===== src/shared/can_flt_regs.svh =====
`ifndef CAN_FLT_REGS_SVH
`define CAN_FLT_REGS_SVH

// register byte offsets (low address byte only is decoded)
`define OFS_MODCTL 8'h00
`define OFS_RXFLG  8'h04
`define OFS_RXIEN  8'h08
`define OFS_TXFLG  8'h0C
`define OFS_TXCTL  8'h10
`define OFS_FMODE  8'h14
`define OFS_RXERR  8'h18
`define OFS_TXERR  8'h1C
`define OFS_CODE0  8'h20
`define OFS_MASK0  8'h30

// receive flag and enable bit positions (same layout in both)
`define FB_WAKE 7
`define FB_RWRN 6
`define FB_TWRN 5
`define FB_RPAS 4
`define FB_TPAS 3
`define FB_BOFF 2
`define FB_OVR  1
`define FB_FULL 0
`define ERR_BITS 8'h7E

// transmit register fields
`define EMPTY_LSB     0
`define ACK_LSB       4
`define EMPTY_IEN_LSB 0
`define ABT_RQ_LSB    4

// filter mode register fields and codes
`define FMODE_LSB 4
`define FHIT_LSB  0
`define FM_32     2'h0
`define FM_16     2'h1
`define FM_8      2'h2
`define FM_CLOSED 2'h3

// reset values
`define RST_SOFT  1'h1
`define RST_EMPTY 3'h7

// error counter thresholds
`define WARN_LIM 9'h060
`define PASS_LIM 9'h07F
`define BOFF_LIM 9'h0FF

`endif


===== src/shared/can_flt_pkg.sv =====
package can_flt_pkg;

  // bus slave phases
  typedef enum logic [1:0] {BUS_IDLE, BUS_WRITE, BUS_READ} bus_state_t;

  // message from the receive engine into the background buffer
  typedef struct packed {
    logic            ext;
    logic [3:0][7:0] id;
  } rx_msg_t;

  // transmit engine status, one bit per buffer
  typedef struct packed {
    logic [2:0] sent;
    logic [2:0] started;
    logic [2:0] failed;
  } tx_stat_t;

endpackage


===== src/verilog/can_irq_abort_id_filter.sv =====
// How it works
// - wake flag with its enable set raises the wake interrupt, else none
// - six error flags each raise error interrupt only when enabled
// - receive-full flag with its enable raises the receive interrupt
// - soft reset holds rx enables, tx flags, tx control in reset state
// - abort acks read-only; tx-empty flags clear on written 1; 0 ignored
// - tx flag register resets on hard or soft reset
// - software clears tx-empty to schedule; device sets it after success
// - abort sets tx-empty and abort ack, then interrupt if enabled
// - clearing tx-empty also clears that buffer's abort ack
// - cpu only sets abort request; cleared when tx-empty becomes set
// - abort granted only before start or after a failed attempt
// - tx-empty with its enable set asserts the transmit interrupt
// - mode field picks 32, 16, 8-bit filters or closed
// - hit field names accepting filter, updated on buffer exchange
// - mode, code and mask registers writable only under soft reset
// - error counters read-only, readable in sleep or soft reset only
// - messages land in background buffer; only accepted ones signalled
// - code and mask per identifier byte; standard uses first two
// - mask 0 demands equal bit, mask 1 ignores; all must match
// - warning, passive and bus-off flags follow the error counters
// - full flag blocks exchange into the foreground buffer
`timescale 1ns/1ps
`default_nettype none
`include "can_flt_regs.svh"

module can_irq_abort_id_filter
  import can_flt_pkg::*;
(
  input  wire logic        hclk,
  input  wire logic        hresetn,
  input  wire logic        hsel,
  input  wire logic [31:0] haddr,
  input  wire logic [1:0]  htrans,
  input  wire logic        hwrite,
  input  wire logic [2:0]  hsize,
  input  wire logic [31:0] hwdata,
  input  wire logic        hready,
  output var  logic        hreadyout,
  output var  logic [31:0] hrdata,
  output var  logic        hresp,
  input  wire logic        sleep_mode,
  input  wire logic        wake_event,
  input  wire logic        rx_msg_valid,
  input  wire rx_msg_t     rx_msg,
  input  wire logic [8:0]  rx_error_counter,
  input  wire logic [8:0]  tx_error_counter,
  input  wire tx_stat_t    tx_stat,
  output var  logic [2:0]  tx_empty,
  output var  logic [2:0]  abort_done,
  output var  logic        rx_full,
  output var  logic        soft_reset,
  output var  logic        wake_irq,
  output var  logic        err_irq,
  output var  logic        rx_irq,
  output var  logic        tx_irq
);

  bus_state_t      bus_ff;
  logic [7:0]      addr_ff;
  logic            soft_ff;
  logic [7:0]      rx_ien_ff;
  logic [7:0]      flags_ff;
  logic [2:0]      empty_ff;
  logic [2:0]      ack_ff;
  logic [2:0]      abt_rq_ff;
  logic [2:0]      tx_ien_ff;
  logic [1:0]      fmode_ff;
  logic [1:0]      fhit_ff;
  logic [3:0][7:0] code_ff;
  logic [3:0][7:0] mask_ff;
  logic            acc;
  logic            wr_en;
  logic [7:0]      wdat;
  logic [7:0]      rd_val;
  logic [7:0]      flag_set;
  logic [7:0]      nxt_flags;
  logic [2:0]      empty_set;
  logic [2:0]      empty_clr;
  logic [2:0]      nxt_empty;
  logic [2:0]      abort_grant;
  logic            hit_any;
  logic [1:0]      hit_idx;
  logic            accept;
  logic            exchange;

  // one byte of identifier against code, ignoring masked bits
  function automatic logic byte_match(input logic [7:0] id, input logic [7:0] code,
                                      input logic [7:0] mask);
    byte_match = &(~(id ^ code) | mask);
  endfunction

  // word-aligned slot inside a four-register bank
  function automatic logic in_bank(input logic [7:0] a, input logic [7:0] base);
    in_bank = (a[7:4] == base[7:4]) && (a[1:0] == 2'h0);
  endfunction

  assign acc   = hsel & htrans[1] & hready;
  assign wr_en = (bus_ff == BUS_WRITE);
  assign wdat  = hwdata[7:0];

  // bus slave: writes take no wait, reads one wait so that a write just
  // before is already visible; hsize is ignored, only the low data byte is used
  always_ff @(posedge hclk or negedge hresetn) begin
    if (!hresetn) begin
      bus_ff    <= BUS_IDLE;
      addr_ff   <= 8'h00;
      hreadyout <= 1'b1;
      hrdata    <= 32'h0000_0000;
      hresp     <= 1'b0;
    end else begin
      hresp <= 1'b0;
      if (bus_ff == BUS_READ) begin
        hrdata    <= {24'h00_0000, rd_val};
        hreadyout <= 1'b1;
        bus_ff    <= BUS_IDLE;
      end else if (acc) begin
        addr_ff   <= haddr[7:0];
        bus_ff    <= hwrite ? BUS_WRITE : BUS_READ;
        hreadyout <= hwrite;
      end else begin
        bus_ff <= BUS_IDLE;
      end
    end
  end

  // read mux; unmapped addresses read zero
  always_comb begin
    rd_val = 8'h00;
    if (addr_ff == `OFS_MODCTL) begin
      rd_val = {6'h00, sleep_mode, soft_ff};
    end else if (addr_ff == `OFS_RXFLG) begin
      rd_val = flags_ff;
    end else if (addr_ff == `OFS_RXIEN) begin
      rd_val = rx_ien_ff;
    end else if (addr_ff == `OFS_TXFLG) begin
      rd_val = {1'b0, ack_ff, 1'b0, empty_ff};
    end else if (addr_ff == `OFS_TXCTL) begin
      rd_val = {1'b0, abt_rq_ff, 1'b0, tx_ien_ff};
    end else if (addr_ff == `OFS_FMODE) begin
      rd_val = {2'h0, fmode_ff, 2'h0, fhit_ff};
    end else if (addr_ff == `OFS_RXERR) begin
      // counters only shown when stable: sleep or soft reset
      rd_val = (soft_ff | sleep_mode) ? rx_error_counter[7:0] : 8'h00;
    end else if (addr_ff == `OFS_TXERR) begin
      rd_val = (soft_ff | sleep_mode) ? tx_error_counter[7:0] : 8'h00;
    end else if (in_bank(addr_ff, `OFS_CODE0)) begin
      rd_val = code_ff[addr_ff[3:2]];
    end else if (in_bank(addr_ff, `OFS_MASK0)) begin
      rd_val = mask_ff[addr_ff[3:2]];
    end
  end

  // soft reset control bit, set after hard reset
  always_ff @(posedge hclk or negedge hresetn) begin
    if (!hresetn) begin
      soft_ff <= `RST_SOFT;
    end else if (wr_en && addr_ff == `OFS_MODCTL) begin
      soft_ff <= wdat[0];
    end
  end
  assign soft_reset = soft_ff;

  // receive interrupt enables
  always_ff @(posedge hclk or negedge hresetn) begin
    if (!hresetn) begin
      rx_ien_ff <= 8'h00;
    end else if (soft_ff) begin
      rx_ien_ff <= 8'h00;
    end else if (wr_en && addr_ff == `OFS_RXIEN) begin
      rx_ien_ff <= wdat;
    end
  end

  // acceptance filter over the incoming identifier
  always_comb begin
    hit_any = 1'b0;
    hit_idx = 2'h0;
    case (fmode_ff)
      `FM_32: begin
        // standard ids use only the first two byte pairs
        hit_any = byte_match(rx_msg.id[0], code_ff[0], mask_ff[0]) &
                  byte_match(rx_msg.id[1], code_ff[1], mask_ff[1]) &
                  (~rx_msg.ext |
                   (byte_match(rx_msg.id[2], code_ff[2], mask_ff[2]) &
                    byte_match(rx_msg.id[3], code_ff[3], mask_ff[3])));
      end
      `FM_16: begin
        for (int k = 1; k >= 0; k--) begin
          if (byte_match(rx_msg.id[0], code_ff[2*k], mask_ff[2*k]) &&
              byte_match(rx_msg.id[1], code_ff[2*k+1], mask_ff[2*k+1])) begin
            hit_any = 1'b1;
            hit_idx = 2'(k);
          end
        end
      end
      `FM_8: begin
        for (int k = 3; k >= 0; k--) begin
          if (byte_match(rx_msg.id[0], code_ff[k], mask_ff[k])) begin
            hit_any = 1'b1;
            hit_idx = 2'(k);
          end
        end
      end
      default: begin
        hit_any = 1'b0; // closed: nothing accepted
      end
    endcase
  end

  // only accepted frames are signalled; a full foreground blocks exchange
  assign accept   = rx_msg_valid & hit_any;
  assign exchange = accept & ~flags_ff[`FB_FULL];

  // flag sources; counter levels are re-asserted so a clear cannot stick
  always_comb begin
    flag_set = 8'h00;
    flag_set[`FB_WAKE] = wake_event;
    flag_set[`FB_RWRN] = (rx_error_counter > `WARN_LIM) & ~(flags_ff[`FB_RPAS] |
                         flags_ff[`FB_TPAS] | flags_ff[`FB_BOFF]);
    flag_set[`FB_TWRN] = (tx_error_counter > `WARN_LIM) & ~(flags_ff[`FB_RPAS] |
                         flags_ff[`FB_TPAS] | flags_ff[`FB_BOFF]);
    flag_set[`FB_RPAS] = (rx_error_counter > `PASS_LIM) & ~flags_ff[`FB_BOFF];
    flag_set[`FB_TPAS] = (tx_error_counter > `PASS_LIM) &
                         (tx_error_counter <= `BOFF_LIM) & ~flags_ff[`FB_BOFF];
    flag_set[`FB_BOFF] = (tx_error_counter > `BOFF_LIM);
    flag_set[`FB_OVR]  = accept & flags_ff[`FB_FULL];
    flag_set[`FB_FULL] = exchange;
  end

  // write-one-to-clear, with the set winning in the same cycle
  assign nxt_flags = (flags_ff & ~((wr_en && addr_ff == `OFS_RXFLG) ? wdat : 8'h00)) |
                     flag_set;

  // receive flags, held clear during soft reset
  always_ff @(posedge hclk or negedge hresetn) begin
    if (!hresetn) begin
      flags_ff <= 8'h00;
    end else if (soft_ff) begin
      flags_ff <= 8'h00;
    end else begin
      flags_ff <= nxt_flags;
    end
  end
  assign rx_full = flags_ff[`FB_FULL];

  // hit indicator follows the foreground buffer
  always_ff @(posedge hclk or negedge hresetn) begin
    if (!hresetn) begin
      fhit_ff <= 2'h0;
    end else if (exchange) begin
      fhit_ff <= hit_idx;
    end
  end

  // filter mode, writable only while in soft reset
  always_ff @(posedge hclk or negedge hresetn) begin
    if (!hresetn) begin
      fmode_ff <= `FM_32;
    end else if (soft_ff && wr_en && addr_ff == `OFS_FMODE) begin
      fmode_ff <= wdat[`FMODE_LSB +: 2];
    end
  end

  // code and mask banks, same soft reset lock
  always_ff @(posedge hclk or negedge hresetn) begin
    if (!hresetn) begin
      code_ff <= '0;
      mask_ff <= '0;
    end else if (soft_ff && wr_en) begin
      if (in_bank(addr_ff, `OFS_CODE0)) begin
        code_ff[addr_ff[3:2]] <= wdat;
      end else if (in_bank(addr_ff, `OFS_MASK0)) begin
        mask_ff[addr_ff[3:2]] <= wdat;
      end
    end
  end

  // abort is granted only before start or after a failed attempt
  assign abort_grant = abt_rq_ff & ~empty_ff &
                       (~tx_stat.started | tx_stat.failed);
  assign empty_set   = tx_stat.sent | abort_grant;
  assign empty_clr   = (wr_en && addr_ff == `OFS_TXFLG) ?
                       wdat[`EMPTY_LSB +: 3] : 3'h0;
  assign nxt_empty   = (empty_ff & ~empty_clr) | empty_set;

  // transmit flags; acks follow the empty flags down
  always_ff @(posedge hclk or negedge hresetn) begin
    if (!hresetn) begin
      empty_ff <= `RST_EMPTY;
      ack_ff   <= 3'h0;
    end else if (soft_ff) begin
      empty_ff <= `RST_EMPTY;
      ack_ff   <= 3'h0;
    end else begin
      empty_ff <= nxt_empty;
      ack_ff   <= (ack_ff & ~empty_clr) | abort_grant;
    end
  end
  assign tx_empty = empty_ff;

  // transmit control: requests set by cpu, dropped as buffer empties
  always_ff @(posedge hclk or negedge hresetn) begin
    if (!hresetn) begin
      abt_rq_ff <= 3'h0;
      tx_ien_ff <= 3'h0;
    end else if (soft_ff) begin
      abt_rq_ff <= 3'h0;
      tx_ien_ff <= 3'h0;
    end else begin
      if (wr_en && addr_ff == `OFS_TXCTL) begin
        tx_ien_ff <= wdat[`EMPTY_IEN_LSB +: 3];
      end
      abt_rq_ff <= (abt_rq_ff | ((wr_en && addr_ff == `OFS_TXCTL) ?
                   wdat[`ABT_RQ_LSB +: 3] : 3'h0)) & ~nxt_empty;
    end
  end

  // interrupt requests and abort pulses, registered
  always_ff @(posedge hclk or negedge hresetn) begin
    if (!hresetn) begin
      wake_irq   <= 1'b0;
      err_irq    <= 1'b0;
      rx_irq     <= 1'b0;
      tx_irq     <= 1'b0;
      abort_done <= 3'h0;
    end else begin
      wake_irq   <= flags_ff[`FB_WAKE] & rx_ien_ff[`FB_WAKE];
      err_irq    <= |(flags_ff & rx_ien_ff & `ERR_BITS);
      rx_irq     <= flags_ff[`FB_FULL] & rx_ien_ff[`FB_FULL];
      tx_irq     <= |(empty_ff & tx_ien_ff);
      abort_done <= abort_grant;
    end
  end

  property p_wake_irq;
    @(posedge hclk) disable iff (!hresetn)
      (flags_ff[`FB_WAKE] & rx_ien_ff[`FB_WAKE]) |=> wake_irq;
  endproperty
  a_wake_irq: assert property (p_wake_irq)
    else $error("wake interrupt missing");

  property p_err_irq;
    @(posedge hclk) disable iff (!hresetn)
      ((flags_ff & rx_ien_ff & `ERR_BITS) == 8'h00) |=> !err_irq;
  endproperty
  a_err_irq: assert property (p_err_irq)
    else $error("error interrupt without enabled flag");

  property p_rx_irq;
    @(posedge hclk) disable iff (!hresetn)
      (flags_ff[`FB_FULL] && rx_ien_ff[`FB_FULL]) [*2] |-> rx_irq;
  endproperty
  a_rx_irq: assert property (p_rx_irq)
    else $error("receive interrupt missing");

  property p_soft_hold;
    @(posedge hclk) disable iff (!hresetn)
      soft_ff |=> (rx_ien_ff == 8'h00 && empty_ff == `RST_EMPTY && ack_ff == 3'h0 &&
                   abt_rq_ff == 3'h0 && tx_ien_ff == 3'h0);
  endproperty
  a_soft_hold: assert property (p_soft_hold)
    else $error("registers not held under soft reset");

  property p_ack_empty;
    @(posedge hclk) disable iff (!hresetn)
      (ack_ff & ~empty_ff) == 3'h0;
  endproperty
  a_ack_empty: assert property (p_ack_empty)
    else $error("abort ack set on a scheduled buffer");

  property p_req_drop;
    @(posedge hclk) disable iff (!hresetn)
      (abt_rq_ff & empty_ff) == 3'h0;
  endproperty
  a_req_drop: assert property (p_req_drop)
    else $error("abort request left on empty buffer");

  property p_grant_ok;
    @(posedge hclk) disable iff (!hresetn)
      |abort_done |-> (abort_done & ~($past(abt_rq_ff) & ~$past(empty_ff) &
                       (~$past(tx_stat.started) | $past(tx_stat.failed)))) == 3'h0;
  endproperty
  a_grant_ok: assert property (p_grant_ok)
    else $error("abort granted during transmission");

  property p_lock;
    @(posedge hclk) disable iff (!hresetn)
      !soft_ff |=> $stable(code_ff) && $stable(mask_ff) && $stable(fmode_ff);
  endproperty
  a_lock: assert property (p_lock)
    else $error("filter register changed outside soft reset");

  property p_hit_hold;
    @(posedge hclk) disable iff (!hresetn)
      !exchange |=> $stable(fhit_ff);
  endproperty
  a_hit_hold: assert property (p_hit_hold)
    else $error("hit field changed without exchange");

  property p_closed;
    @(posedge hclk) disable iff (!hresetn)
      (fmode_ff == `FM_CLOSED && !flags_ff[`FB_FULL] && !soft_ff) |=> !flags_ff[`FB_FULL];
  endproperty
  a_closed: assert property (p_closed)
    else $error("closed filter accepted a message");

  property p_tx_irq;
    @(posedge hclk) disable iff (!hresetn)
      (|(empty_ff & tx_ien_ff)) |=> tx_irq;
  endproperty
  a_tx_irq: assert property (p_tx_irq)
    else $error("transmit empty interrupt missing");

endmodule
`default_nettype wire


===== config.mk =====
export PLATFORM = sky130hd
export DESIGN_NAME = can_irq_abort_id_filter
export DESIGN_NICKNAME = d
export VERILOG_FILES = /design/src/shared/can_flt_pkg.sv /design/src/verilog/can_irq_abort_id_filter.sv
export VERILOG_INCLUDE_DIRS = /design/src /design/src/shared
export SDC_FILE = /design/constraint.sdc
export NUM_CORES = 1
export LEC_CHECK = 0
export ABC_AREA = 1
export BUFFER_PORTS_ARGS = -buffer_cell sky130_fd_sc_hd__clkbuf_2
export CAP_MARGIN = 30
export CORE_MARGIN = 3
export CORE_UTILIZATION = 55
export DETAILED_ROUTE_END_ITERATION = 10
export GPL_ROUTABILITY_DRIVEN = 1
export PLACE_DENSITY = 0.88
export SLEW_MARGIN = 25
export SYNTH_ARGS = -nofsm -noshare
export SYNTH_HDL_FRONTEND = slang
export SYNTH_SLANG_ARGS = --single-unit

===== constraint.sdc =====
create_clock -name hclk -period 2.2 [get_ports hclk]
set_input_delay 0.44 -clock hclk [delete_from_list [all_inputs] [get_ports hclk]]
set_output_delay 0.44 -clock hclk [all_outputs]
set_load 0.03 [all_outputs]

### Word level (Yosys, flattened, before mapping)

Index checks and enable logic that the tools add are counted.

* flip-flop bits (word level): 123
* input port bits: 137
* output and inout bits: 46

* order comparisons: 8
* equal/unequal tests: 13
* multiplexer cells: 50
* bitwise operators: 68
* reduce and logical (&&, ||, !) cells: 31

Operators by type and width (count)
* $mux W8: 19
* $not A8 Y8: 9
* $or A8 B8 Y8: 9
* $bwmux W32: 2
* $reduce_and A8 Y1: 8
* $xor A8 B8 Y8: 8
* $gt A9 B7 Y1 const B: 4
* $bmux W8 S2: 2
* $eq A8 B5 Y1 const B: 4
* $mux W3: 7
* $and A3 B3 Y3: 6
* $demux W8 S2: 1
* $eq A8 B4 Y1 const B: 2
* $mux W2: 8
* $and A1 B1 Y1: 15
* $or A3 B3 Y3: 5
* $logic_and A1 B1 Y1: 12
* $not A3 Y3: 4
* $gt A9 B8 Y1 const B: 1
* $le A9 B8 Y1 const B: 1
* $mux W1: 9
* $and A8 B8 Y8: 1
* $eq A4 B2 Y1 const B: 2
* $eq A8 B3 Y1 const B: 1
* other kinds (16): 30

### Depth between registers and ports, before layout

Gate-level depths: netlist of run 1.

* depth in word-level cells: 13
* gate-level depth with buffers: 14
* gate-level depth less buffers: 14

### Least setup slack after synthesis of run 1

No wires, ideal clock.

* kind: reg-to-reg
* start: register soft_ff, in the netlist soft_reset
* end: register mask_ff[29] in the netlist's numbering
* library setup time: 130 ps
* data arrival time: 1570 ps
* path slack: 500 ps
* cell stages (with the launch flop): 7
* path buffers: 1
* period minus slack after synthesis: 1700 ps
* cells stage by stage: dfstp_2 > inv_2 > nor4_4 > nand2_2 > buf_4 > nand2_1 > o21ai_1

* longest elaborated chain between the ends: 2

Ends and longest elaborated chain
* from (decl): RTL line can_irq_abort_id_filter.sv:61 `logic soft_ff;`
* from (signal assigned): RTL line can_irq_abort_id_filter.sv:157 `` soft_ff <= `RST_SOFT; ``
* from (signal assigned): RTL line can_irq_abort_id_filter.sv:159 `soft_ff <= wdat[0];`
* $logic_and A1 B1 Y1: RTL line can_irq_abort_id_filter.sv:270 `end else if (soft_ff && wr_en) begin`
* $reduce_and A3 Y1 (no line)
* to (signal, indexed assignment): RTL line can_irq_abort_id_filter.sv:274 `mask_ff[addr_ff[3:2]] <= wdat;`
* to (decl): RTL line can_irq_abort_id_filter.sv:71 `logic [3:0][7:0] mask_ff;`

No other way between the ends.
A chain may end at the register's enable or synchronous reset.

### Worst setup path in the final report of run 1

* start: register addr_ff[3]
* end: register hrdata[6]

* longest elaborated chain between the ends: 12
* elaborated cells on any way between the ends: 22
* classes of those cells: eq/ne: 7; mux: 14; reduce/logical: 1

Ends and longest elaborated chain
* from (decl): RTL line can_irq_abort_id_filter.sv:60 `logic [7:0] addr_ff;`
* from (signal assigned): RTL line can_irq_abort_id_filter.sv:118 `addr_ff <= haddr[7:0];`
* $bmux W8 S2: RTL line can_irq_abort_id_filter.sv:150 `rd_val = mask_ff[addr_ff[3:2]];`
* $mux W8 (not written as such): RTL line can_irq_abort_id_filter.sv:150
* $mux W8: RTL line can_irq_abort_id_filter.sv:149 `` end else if (in_bank(addr_ff, `OFS_MASK0)) begin ``
* $mux W8: RTL line can_irq_abort_id_filter.sv:147 `` end else if (in_bank(addr_ff, `OFS_CODE0)) begin ``
* $mux W8: RTL line can_irq_abort_id_filter.sv:145 `` end else if (addr_ff == `OFS_TXERR) begin ``
* $mux W8: RTL line can_irq_abort_id_filter.sv:142 `` end else if (addr_ff == `OFS_RXERR) begin ``
* $mux W8: RTL line can_irq_abort_id_filter.sv:140 `` end else if (addr_ff == `OFS_FMODE) begin ``
* $mux W8: RTL line can_irq_abort_id_filter.sv:138 `` end else if (addr_ff == `OFS_TXCTL) begin ``
* $mux W8: RTL line can_irq_abort_id_filter.sv:136 `` end else if (addr_ff == `OFS_TXFLG) begin ``
* $mux W8: RTL line can_irq_abort_id_filter.sv:134 `` end else if (addr_ff == `OFS_RXIEN) begin ``
* $mux W8: RTL line can_irq_abort_id_filter.sv:132 `` end else if (addr_ff == `OFS_RXFLG) begin ``
* $mux W8 (*): RTL line can_irq_abort_id_filter.sv:130 `` if (addr_ff == `OFS_MODCTL) begin ``
* to (signal assigned): RTL line can_irq_abort_id_filter.sv:114 `hrdata <= {24'h00_0000, rd_val};`
* to (decl): RTL line can_irq_abort_id_filter.sv:40 `output var logic [31:0] hrdata,`

Mark *: on every way between the ends. The rest lies on a longest branch, timed or not. The select of a mux whose other input is x is not followed.

==> impl_metrics.env, run 1 <==
export IMPL_dieArea_mm2=0.0152
export IMPL_cts_sinks=123
export IMPL_worst_pin_slew_ns=0.501
export IMPL_clkTransAtPathRegs_ns=0.06
export IMPL_vias=7801
export IMPL_clock_latency_ns=0.43
export IMPL_cts_tree="yes"
export IMPL_crit_buf_inv=1
export IMPL_grt_util_met3=0.0586
export IMPL_vias_per_cell=5.48
export IMPL_rows=42
export IMPL_initial_core_util=0.568
export IMPL_setup_tns_ns=0
export IMPL_dieWidth_um=123
export IMPL_layout_nets=1376
export IMPL_cts_buffers=17
export IMPL_place_area_mm2=0.00833
export IMPL_post_synth_instance_area_mm2=0.00758
export IMPL_fmax_mhz=494
export IMPL_use_met1=0.433
export IMPL_status="completed"
export IMPL_diodes=0
export IMPL_holdBufCountCts=1
export IMPL_ys_types=42
export IMPL_grt_antenna_before_repair=0
export IMPL_finalCritPeriodShare=0.921
export IMPL_synthArstFlopShare=1.00
export IMPL_rsz0062_at_grt="no"
export IMPL_cts_buffer_depth=2
export IMPL_leakage_nw=5.19
export IMPL_ios=183
export IMPL_synthCells=1110
export IMPL_cp_end_kind="flip-flop"
export IMPL_p_int_mw=4.66
export IMPL_power_frac_clock=0.411
export IMPL_drt_iter0_drc=898
export IMPL_hold_viol=0
export IMPL_seq_area_mm2=0.00308
export IMPL_track_usage=0.313
export IMPL_cp_common_cell="nand3_1"
export IMPL_drt_total_wl_mm=23.4
export IMPL_maxCapViolCount=0
export IMPL_startpoint_type="flip-flop"
export IMPL_p_switching_mw=2.40
export IMPL_critPathMaxFanout=7
export IMPL_power_per_cell_area_mw_per_mm2=789
export IMPL_multiInputGateArea_mm2=0.00363
export IMPL_slowest_delay_ns=0.47
export IMPL_postCtsResizedCells=0
export IMPL_grt_pass1_wl_mm=36.1
export IMPL_dr_pass1_iters=6
export IMPL_p_seq_frac=0.374
export IMPL_worstPathRequired_ns=2.53
export IMPL_design_area_mm2=0.00894
export IMPL_syn_avg_cell_area_um2=6.83
export IMPL_grtUsageMet2=0.489
export IMPL_peakVddDrop_v=0.000558
export IMPL_crit_type="flip-flop to flip-flop"
export IMPL_switching_share=0.340
export IMPL_ys_seq_elements=123
export IMPL_htreeDepth=4
export IMPL_slew_headroom=0.666
export IMPL_place_congestion=1.01
export IMPL_setup_viol_count_final=0
export IMPL_postRouteAntennaNets=0
export IMPL_clock_skew_ns=0.00849
export IMPL_wire_per_inst_um=16.4
export IMPL_drive_gt1_frac=0.167
export IMPL_ys_warn_count=0
export IMPL_overflow=0
export IMPL_path_cells="inv_2 -> nand2_2 -> o22ai_1 -> o21ai_0 -> nand3_1 -> a21oi_1 -> nand3_1 -> o21ai_1 -> nand2_1"
export IMPL_dp_hpwl_mm=17.9
export IMPL_synthToLayoutAreaGrowth_pct=17.9
export IMPL_synth_ff_type="dfrtp_1"
export IMPL_cp_slowest_cell="dfrtp_1"
export IMPL_period_needed_ns=2.03
export IMPL_busiest_layer="met2"
export IMPL_grt_pass1_vias=7111
export IMPL_core_mm2=0.0133
export IMPL_pwr_share_comb=0.215
export IMPL_drc=0
export IMPL_synth_edf_count=0
export IMPL_grt_max_degree=65
export IMPL_worst_ep_arrival_time_ns=2.35
export IMPL_cpLargestDelayFamily="compound AO/OA/AOI/OAI gates"
export IMPL_root_buffer="clkbuf_16"
export IMPL_cts_setup_buffers=0
export IMPL_num_fill_cells=1147
export IMPL_worstHoldPathType="primary input to flip-flop"
export IMPL_dieHeight_um=123
export IMPL_slew_violations=0
export IMPL_portBuffers=105
export IMPL_synth_seq_area_share=0.407
## layout by cell type, fill, tap and decap left out, types with 11 or more instances in the layout
cell	netlist	layout
a21oi_1	35	35
buf_4	32	20
clkbuf_16	0	17
clkbuf_2	0	104
conb_1	1	25
dfrtp_1	118	118
inv_1	160	160
nand2_1	375	375
nand2_2	13	13
nand3_1	74	74
nand4_1	11	11
nor2_1	73	73
o21ai_0	77	77
o21ai_1	40	40
o22ai_1	19	19
## per-stage QoR
step                       util  power, mW  std cells  hold WS [ns]  worst slack (ns)
final                     0.670       7.05       1424         0.191             0.174
after global routing      0.670       7.35       1424         0.196            0.0530
after CTS                 0.670       7.05       1424         0.183             0.228
after detailed placement  0.624       4.15       1391         0.332             0.289
after global placement    0.624       4.11       1391         0.329             0.319
after floorplan               -       3.63       1134         0.144             0.500
## area by class of cell
cell class,count,share of cell area
Clock buffer,17,0.0476
Clock inverter,15,0.0197
Inverter,170,0.0715
Multi-Input combinational cell,794,0.406
Sequential cell,123,0.345
Tap cell,176,0.0246
Timing Repair Buffer,129,0.0851
## flip-flops by register name, summed over array words and instances (netlist names), 2 cells and up
register / count
tx_empty: 3
hrdata: 8
abt_rq_ff: 3
bus_ff: 2
mask_ff: 32
fhit_ff: 2
ack_ff: 3
addr_ff: 8
rx_ien_ff: 8
abort_done: 3
flags_ff: 8
code_ff: 32
tx_ien_ff: 3
fmode_ff: 2
## metal layers
layer,vias up,wire length (µm)
li1,3739,-
met1,3619,9640
met2,389,10800
met3,54,2320
met4,0,580
met5,-,0
## cell usage after synthesis (all sizes together) (5+ instances only)
cell type  instances  area share
nand4             11      0.0091
o22ai             19       0.016
nand2            388        0.20
nor3               8      0.0081
o21ai            117       0.077
buf               38       0.037
clkbuf             9      0.0045
dfstp              5       0.017
inv              169       0.084
nand3             76       0.051
dfrtp            118        0.39
nor2              85       0.049
a22oi              5      0.0050
a21oi             35       0.023
## cells by family (layout without fill, tap and decap cells)
family / count (synthesis) / count (layout) / synth area share
flip-flops: 123 / 123 / 0.407
AND/OR/NAND/NOR: 572 / 572 / 0.319
AO/OA/AOI/OAI: 193 / 193 / 0.141
buffers and inverters: 217 / 331 / 0.126
other: 1 / 25 / 0.000495
adder cells (fa/ha/maj): 4 / 4 / 0.00660
## path summary, 6_finish.rpt
check | end | from | depth (start not counted) | slack (ns)
worst max-delay path | hrdata[6]$_DFFE_PN0P_ | addr_ff[3]$_DFFE_PN0P_ | 9 | 0.17
worst min-delay path | bus_ff[1]$_DFF_PN0_ | hwrite | 2 | 0.19
worst max register to register | hrdata[6]$_DFFE_PN0P_ | addr_ff[3]$_DFFE_PN0P_ | 9 | 0.17
worst min register to register | hrdata[6]$_DFFE_PN0P_ | hrdata[6]$_DFFE_PN0P_ | 2 | 0.48
max in group asynchronous | mask_ff[16]$_DFFE_PN0P_ | hresetn | 3 | 1.14
min in group asynchronous | flags_ff[2]$_DFF_PN0_ | hresetn | 2 | 0.43
## power groups by stage
stage	Combinational [mW]	Clock, mW	Sequential [mW]
6_report	1.52	2.90	2.64
5_1_grt	1.68	3.01	2.66
4_1_cts	1.50	2.92	2.63
3_5_place_dp	1.48	0	2.67
3_3_place_gp	1.45	0	2.66
2_1_floorplan	0.920	0	2.71
Note: power is estimated with default switching activity, not from simulation.
==> run 2, diff against run 1 <==
- ABC_AREA: 1 -> not set
- CORE_ASPECT_RATIO: not set -> 1.25
- CORE_UTILIZATION: 55 -> 54
- PLACE_DENSITY: 0.88 -> 0.87
==> run 2 against run 1 <==
Compared with the run above: the flow now finishes with violations (negative hold slack, negative setup slack); worst setup slack worse by 0.30 ns; synthesized area is 6.5% lower; sequential power is 5% higher; clock-buffer cell count is 1 higher; sequential share of layout area is 1.0 points lower; largest cell class unchanged; clock power is 4% higher; critical endpoint is now fhit_ff[0]$_DFFE_PN0P_; critical path type unchanged; power is 1.9% higher.
==> impl_metrics.env, run 2 <==
export IMPL_finalCritPeriodShare=1.06
export IMPL_diodes=0
export IMPL_slowest_delay_ns=0.44
export IMPL_cts_sinks=123
export IMPL_dieWidth_um=108
export IMPL_ys_types=64
export IMPL_ys_seq_elements=123
export IMPL_grt_antenna_before_repair=0
export IMPL_fmax_mhz=430
export IMPL_synthToLayoutAreaGrowth_pct=30.4
export IMPL_place_inst=940
export IMPL_violations="negative hold slack, negative setup slack"
export IMPL_worst_pin_slew_ns=0.586
export IMPL_holdBufCountCts=0
export IMPL_vias=6336
export IMPL_portBuffers=105
export IMPL_syn_avg_cell_area_um2=11.0
export IMPL_yosys_cell_count_top_type="dfrtp_1"
export IMPL_leakage_nw=4.11
export IMPL_synthArstFlopShare=1.00
export IMPL_final_cell_mix="111 x dfrtp_1, 104 x clkbuf_2, 65 x mux2_2, 62 x buf_4, 59 x xnor2_1"
export IMPL_synth_edf_count=0
export IMPL_maxCapViolCount=0
export IMPL_final_common_cell="dfrtp_1"
export IMPL_period_needed_ns=2.33
export IMPL_hold_viol=8
export IMPL_path_cells="xnor2_1 -> o22ai_1 -> nor4_1 -> buf_4 -> o41ai_2 -> o21ai_2 -> o211ai_1 -> buf_4 -> mux2_2"
export IMPL_ys_top_cells_by_count="118 x dfrtp_1, 66 x mux2_2, 64 x xnor2_1, 43 x nand2_1, 41 x o22ai_1"
export IMPL_dp_hpwl_mm=15.3
export IMPL_status="complete, but fails checks"
export IMPL_cts_buffer_depth=2
export IMPL_layout_nets=948
export IMPL_post_synth_instance_area_mm2=0.00709
export IMPL_dieArea_mm2=0.0145
export IMPL_drc=0
export IMPL_slew_headroom=0.606
export IMPL_wl_met2_mm=11.4
export IMPL_critPathMaxFanout=5
export IMPL_root_buffer="clkbuf_16"
export IMPL_worst_ep_arrival_time_ns=2.64
export IMPL_place_congestion=0.962
export IMPL_ios=183
export IMPL_synth_top_cell_by_area="dfrtp_1"
export IMPL_met3WireLength_mm=2.11
export IMPL_vias_per_cell=6.41
export IMPL_wire_per_inst_um=23.1
export IMPL_whs_ns=-0.00469
export IMPL_worstPathRequired_ns=2.51
export IMPL_preCtsSetupSlack_ns=-0.313
export IMPL_reg2reg_to="fhit_ff[0]$_DFFE_PN0P_"
export IMPL_synth_seq_area_share=0.435
export IMPL_power_per_cell_area_mw_per_mm2=777
export IMPL_clock_skew_ns=0.0106
export IMPL_crit_end="fhit_ff[0]$_DFFE_PN0P_"
export IMPL_r2r_start="code_ff[29]$_DFFE_PN0P_"
export IMPL_largestRegisters="code_ff: 32 flops, mask_ff: 32 flops"
export IMPL_initial_core_util=0.555
export IMPL_layout_cells_non_filler=988
export IMPL_startpoint="code_ff[29]$_DFFE_PN0P_"
export IMPL_clock_latency_ns=0.43
export IMPL_routed_top_layer="met4"
export IMPL_cp_end_kind="flip-flop"
export IMPL_track_usage=0.304
export IMPL_drt_total_wl_mm=22.8
export IMPL_rows=46
export IMPL_drive_gt1_frac=0.468
export IMPL_rsz0062_at_grt="yes"
export IMPL_peakVddDrop_v=0.000471
export IMPL_overflow=0
export IMPL_fin_ws_ns=-0.128
export IMPL_slew_violations=0
export IMPL_core_mm2=0.0128
export IMPL_rrSetupSlack_ns=-0.13
export IMPL_synth_top_cell_area_share=0.417
export IMPL_clkTransAtPathRegs_ns=0.06
export IMPL_htreeDepth=4
export IMPL_reg2reg_depth=9
export IMPL_dr_pass1_iters=6
export IMPL_synth_area_leaders="dfrtp_1 42%, mux2_2 10%, xnor2_1 7.9%"
export IMPL_postRouteAntennaNets=0
export IMPL_cp_common_cell="buf_4"
export IMPL_grt_pass1_wl_mm=33.5
export IMPL_cts_tree="yes"
export IMPL_dieHeight_um=134
export IMPL_grt_pass1_vias=6250
export IMPL_synth_ff_type="dfrtp_1"
export IMPL_synthCells=645
export IMPL_setup_viol_count_final=8
export IMPL_worstHoldPathType="primary input to asynchronous set/reset pin"
export IMPL_wl_met1_mm=7.93
export IMPL_crit_type="flip-flop to flip-flop"
export IMPL_startpoint_type="flip-flop"
export IMPL_drt_iter0_drc=638
export IMPL_cp_slowest_cell="dfrtp_2"
export IMPL_cts_buffers=17
export IMPL_grt_max_degree=54
export IMPL_ys_warn_count=0
==> run 2: changes by cell type in the layout (fill, tap and decap cells not counted), moves of 16 or more <==
cell,previous run,this run
o21ai_1,40,3
inv_1,160,5
mux2_2,0,65
mux4_2,0,16
a21oi_1,35,19
buf_4,20,62
nand2_1,375,33
o21ai_0,77,11
nor2_1,73,36
xnor2_1,0,59
nand3_1,74,11
==> run 2: critical path: cells and delay by family, from the launching register on <==
kind | cells | cell delay [ns]
compound gates | 4 | 0.86
xor+xnor | 1 | 0.15
buf+inv | 2 | 0.32
flops | 1 | 0.44
mux | 1 | 0.32
simple gates | 1 | 0.11
==> run 2: layout make-up <==
| type | instances | area (µm²) |
|---|---|---|
| multi-input combinational | 479 | 4050 |
| fill | 823 | 3540 |
| sequential | 123 | 3100 |
| timing repair buffer | 181 | 1230 |
| clock buffer | 18 | 439 |
| tap | 168 | 210 |
| clock inverter | 14 | 196 |
| inverter | 5 | 18.8 |
==> run 2: report_power, final <==
group	leakage, nW	switching [mW]	internal, mW
sequential	1.60	0.274	2.49
clock	0.290	1.10	1.92
combinational	2.22	0.812	0.592
==> run 2: cells by family (layout without fill, tap and decap cells) <==
family	after synthesis	after routing	synth area share
compound gates	133	133	0.122
xor+xnor	64	64	0.0791
fa+ha+maj	4	4	0.00706
buf+inv	67	218	0.0517
flops	123	123	0.435
mux	106	106	0.195
other cells	1	25	0.000529
simple gates	147	147	0.109
==> run 2: repair_timing <==
item,4_1_cts,5_1_grt
buffers inserted,5,10
endpoints found under the setup margin,12,45
gates cloned,0,1
resized for setup,26,62
pin swaps,10,33
==> run 2: metal layers <==
| layer | global-route usage | vias to the layer above |
|---|---|---|
| li1 | - | 2637 |
| met1 | 0.362 | 3074 |
| met3 | 0.0669 | 123 |
| met4 | 0.159 | 0 |
| met2 | 0.512 | 502 |
| met5 | 0 | - |
==> run 2: how the worst min path moves through the flow <==
stage,slack (ns),endpoint,depth (start not counted)
after detailed placement,0.45,rx_ien_ff[6]$_DFFE_PN0P_,1
after global routing,0.02,flags_ff[0]$_DFF_PN0_,1
after floorplan,0.14,abort_done[0]$_DFF_PN0_,0
after global placement,0.44,flags_ff[0]$_DFF_PN0_,1
after CTS,0.008,rx_ien_ff[6]$_DFFE_PN0P_,1
final,-0.005,flags_ff[0]$_DFF_PN0_,1
==> run 2: per-stage QoR <==
| stage | util | total power, mW | area, µm² | setup TNS (ns) | hold WS [ns] |
|---|---|---|---|---|---|
| after floorplan | - | 3.54 | 7180 | 0 | 0.144 |
| after detailed placement | 0.633 | 4.01 | 8090 | -1.05 | 0.446 |
| after global placement | 0.633 | 3.97 | 8090 | -0.440 | 0.442 |
| final | 0.723 | 7.18 | 9240 | -0.507 | -0.00469 |
| after CTS | 0.695 | 7.04 | 8880 | 0 | 0.00768 |
| after global routing | 0.723 | 7.41 | 9240 | -2.08 | 0.0202 |
==> run 3, diff against run 2 <==
- SKIP_CTS_REPAIR_TIMING: not set -> 1
- clock period: 2.2 -> 2.67 ns (I/O delays scaled with it)
==> run 3 against run 2 <==
Compared with the run above: the flow now finishes without violations; largest cell class unchanged; final area decreased by 9.4%; clock-buffer cell count decreased by 1; combinational power down 31%.
==> impl_metrics.env, run 3 (synthesized netlist as in run 2, its figures left out) <==
export IMPL_num_fill_cells=943
export IMPL_htreeDepth=4
export IMPL_track_usage=0.289
export IMPL_cts_sinks=123
export IMPL_grt_pass1_wl_mm=31.9
export IMPL_drt_total_wl_mm=20.1
export IMPL_startpoint_type="flip-flop"
export IMPL_peakVddDrop_v=0.000461
export IMPL_fmax_mhz=402
export IMPL_maxCapViolCount=0
export IMPL_rsz0062_at_grt="yes"
export IMPL_drt_iter0_drc=465
export IMPL_dieHeight_um=134
export IMPL_synthToLayoutAreaGrowth_pct=18.1
export IMPL_final_common_cell="dfrtp_1"
export IMPL_portBuffers=105
export IMPL_cts_tree="yes"
export IMPL_preCtsSetupSlack_ns=0.0942
export IMPL_dieArea_mm2=0.0145
export IMPL_design_area_mm2=0.00837
export IMPL_dr_pass1_iters=5
export IMPL_vias_per_cell=6.27
export IMPL_initial_core_util=0.555
export IMPL_fin_ws_ns=0.180
export IMPL_overflow=0
export IMPL_diodes=0
export IMPL_postRouteAntennaNets=0
export IMPL_dieWidth_um=108
export IMPL_slew_headroom=0.522
export IMPL_clock_latency_ns=0.43
export IMPL_slew_violations=0
export IMPL_status="completed"
export IMPL_worst_pin_slew_ns=0.715
export IMPL_core_mm2=0.0128
export IMPL_grt_pass1_vias=5954
export IMPL_grt_max_degree=59
export IMPL_wire_per_inst_um=21.5
export IMPL_hold_viol=0
export IMPL_largestRegisters="code_ff: 32 flops, mask_ff: 32 flops"
export IMPL_cp_end_kind="flip-flop"
export IMPL_power_per_cell_area_mw_per_mm2=678
export IMPL_leakage_nw=3.69
export IMPL_place_area_mm2=0.00775
export IMPL_critPathMaxFanout=20
export IMPL_place_congestion=0.965
export IMPL_ios=183
export IMPL_clock_skew_ns=0.00749
export IMPL_vias=5858
export IMPL_cts_buffer_depth=2
export IMPL_multiInputGateArea_mm2=0.00373
export IMPL_root_buffer="clkbuf_16"
export IMPL_final_cell_mix="117 x dfrtp_1, 104 x clkbuf_2, 66 x mux2_2, 64 x xnor2_1, 43 x nand2_1"
export IMPL_drc=0
export IMPL_worstPathRequired_ns=2.98
export IMPL_seq_area_mm2=0.00309
export IMPL_worstHoldPathType="primary input to asynchronous set/reset pin"
export IMPL_finalCritPeriodShare=0.933
export IMPL_layout_nets=894
export IMPL_grt_antenna_before_repair=0
export IMPL_clkTransAtPathRegs_ns=0.06
export IMPL_dp_hpwl_mm=14.6
export IMPL_cts_buffers=17
export IMPL_worst_ep_arrival_time_ns=2.80
export IMPL_drive_gt1_frac=0.352
export IMPL_setup_viol_count_final=0
export IMPL_period_needed_ns=2.49
export IMPL_rows=46
export IMPL_crit_type="flip-flop to flip-flop"
-- run 3: final timing paths --
path / from / to / slack (ns) / depth (start not counted)
setup reg to reg: addr_ff[2]$_DFFE_PN0P_ / hrdata[7]$_DFFE_PN0P_ / 0.18 / 6
max in group asynchronous: hresetn / tx_empty[2]$_DFF_PN1_ / 1.86 / 2
min in group hclk: hwrite / bus_ff[1]$_DFF_PN0_ / 0.29 / 2
hold / removal: hresetn / code_ff[31]$_DFFE_PN0P_ / 0.04 / 1
setup / recovery: addr_ff[2]$_DFFE_PN0P_ / hrdata[7]$_DFFE_PN0P_ / 0.18 / 6
hold reg to reg: hrdata[3]$_DFFE_PN0P_ / hrdata[3]$_DFFE_PN0P_ / 0.48 / 2
-- run 3: cell type report --
| cell class | count | area share |
|---|---|---|
| repair buffers | 127 | 0.0843 |
| flip-flops and latches | 123 | 0.369 |
| well taps | 168 | 0.0251 |
| clock inverters | 15 | 0.0236 |
| clock buffers | 17 | 0.0508 |
| inverters | 5 | 0.00224 |
| multi-input cells | 479 | 0.445 |
-- run 3: routing by layer --
layer	up-vias	track usage	share of wire
met5	-	0	0
met4	0	0.165	0.052
met3	84	0.0746	0.087
met2	365	0.472	0.51
met1	2879	0.344	0.35
li1	2530	-	-
-- run 3: stage by stage --
step	hold WS, ns	utilization	instances	power, mW	TNS (ns)
floorplan	0.238	-	669	2.91	0
global placement	0.465	0.606	902	3.21	0
detailed placement	0.469	0.606	902	3.24	0
CTS	0.0497	0.655	934	5.67	0
global route	0.0618	0.655	934	5.87	-0.00833
finish	0.0386	0.655	934	5.68	0
-- run 3: worst max-delay path: stages (launching register included) --
cell,delay (ns)
dfrtp_2,0.63
buf_4,0.36
nand2b_1,0.33
nor2_2,0.18
a221oi_1,0.55
o211ai_1,0.18
o21a_1,0.15
-- run 3: report_power, final --
group | switching, mW | leakage [nW] | internal (mW)
sequential | 0.215 | 1.61 | 2.05
combinational | 0.580 | 1.79 | 0.390
clock | 0.889 | 0.299 | 1.56
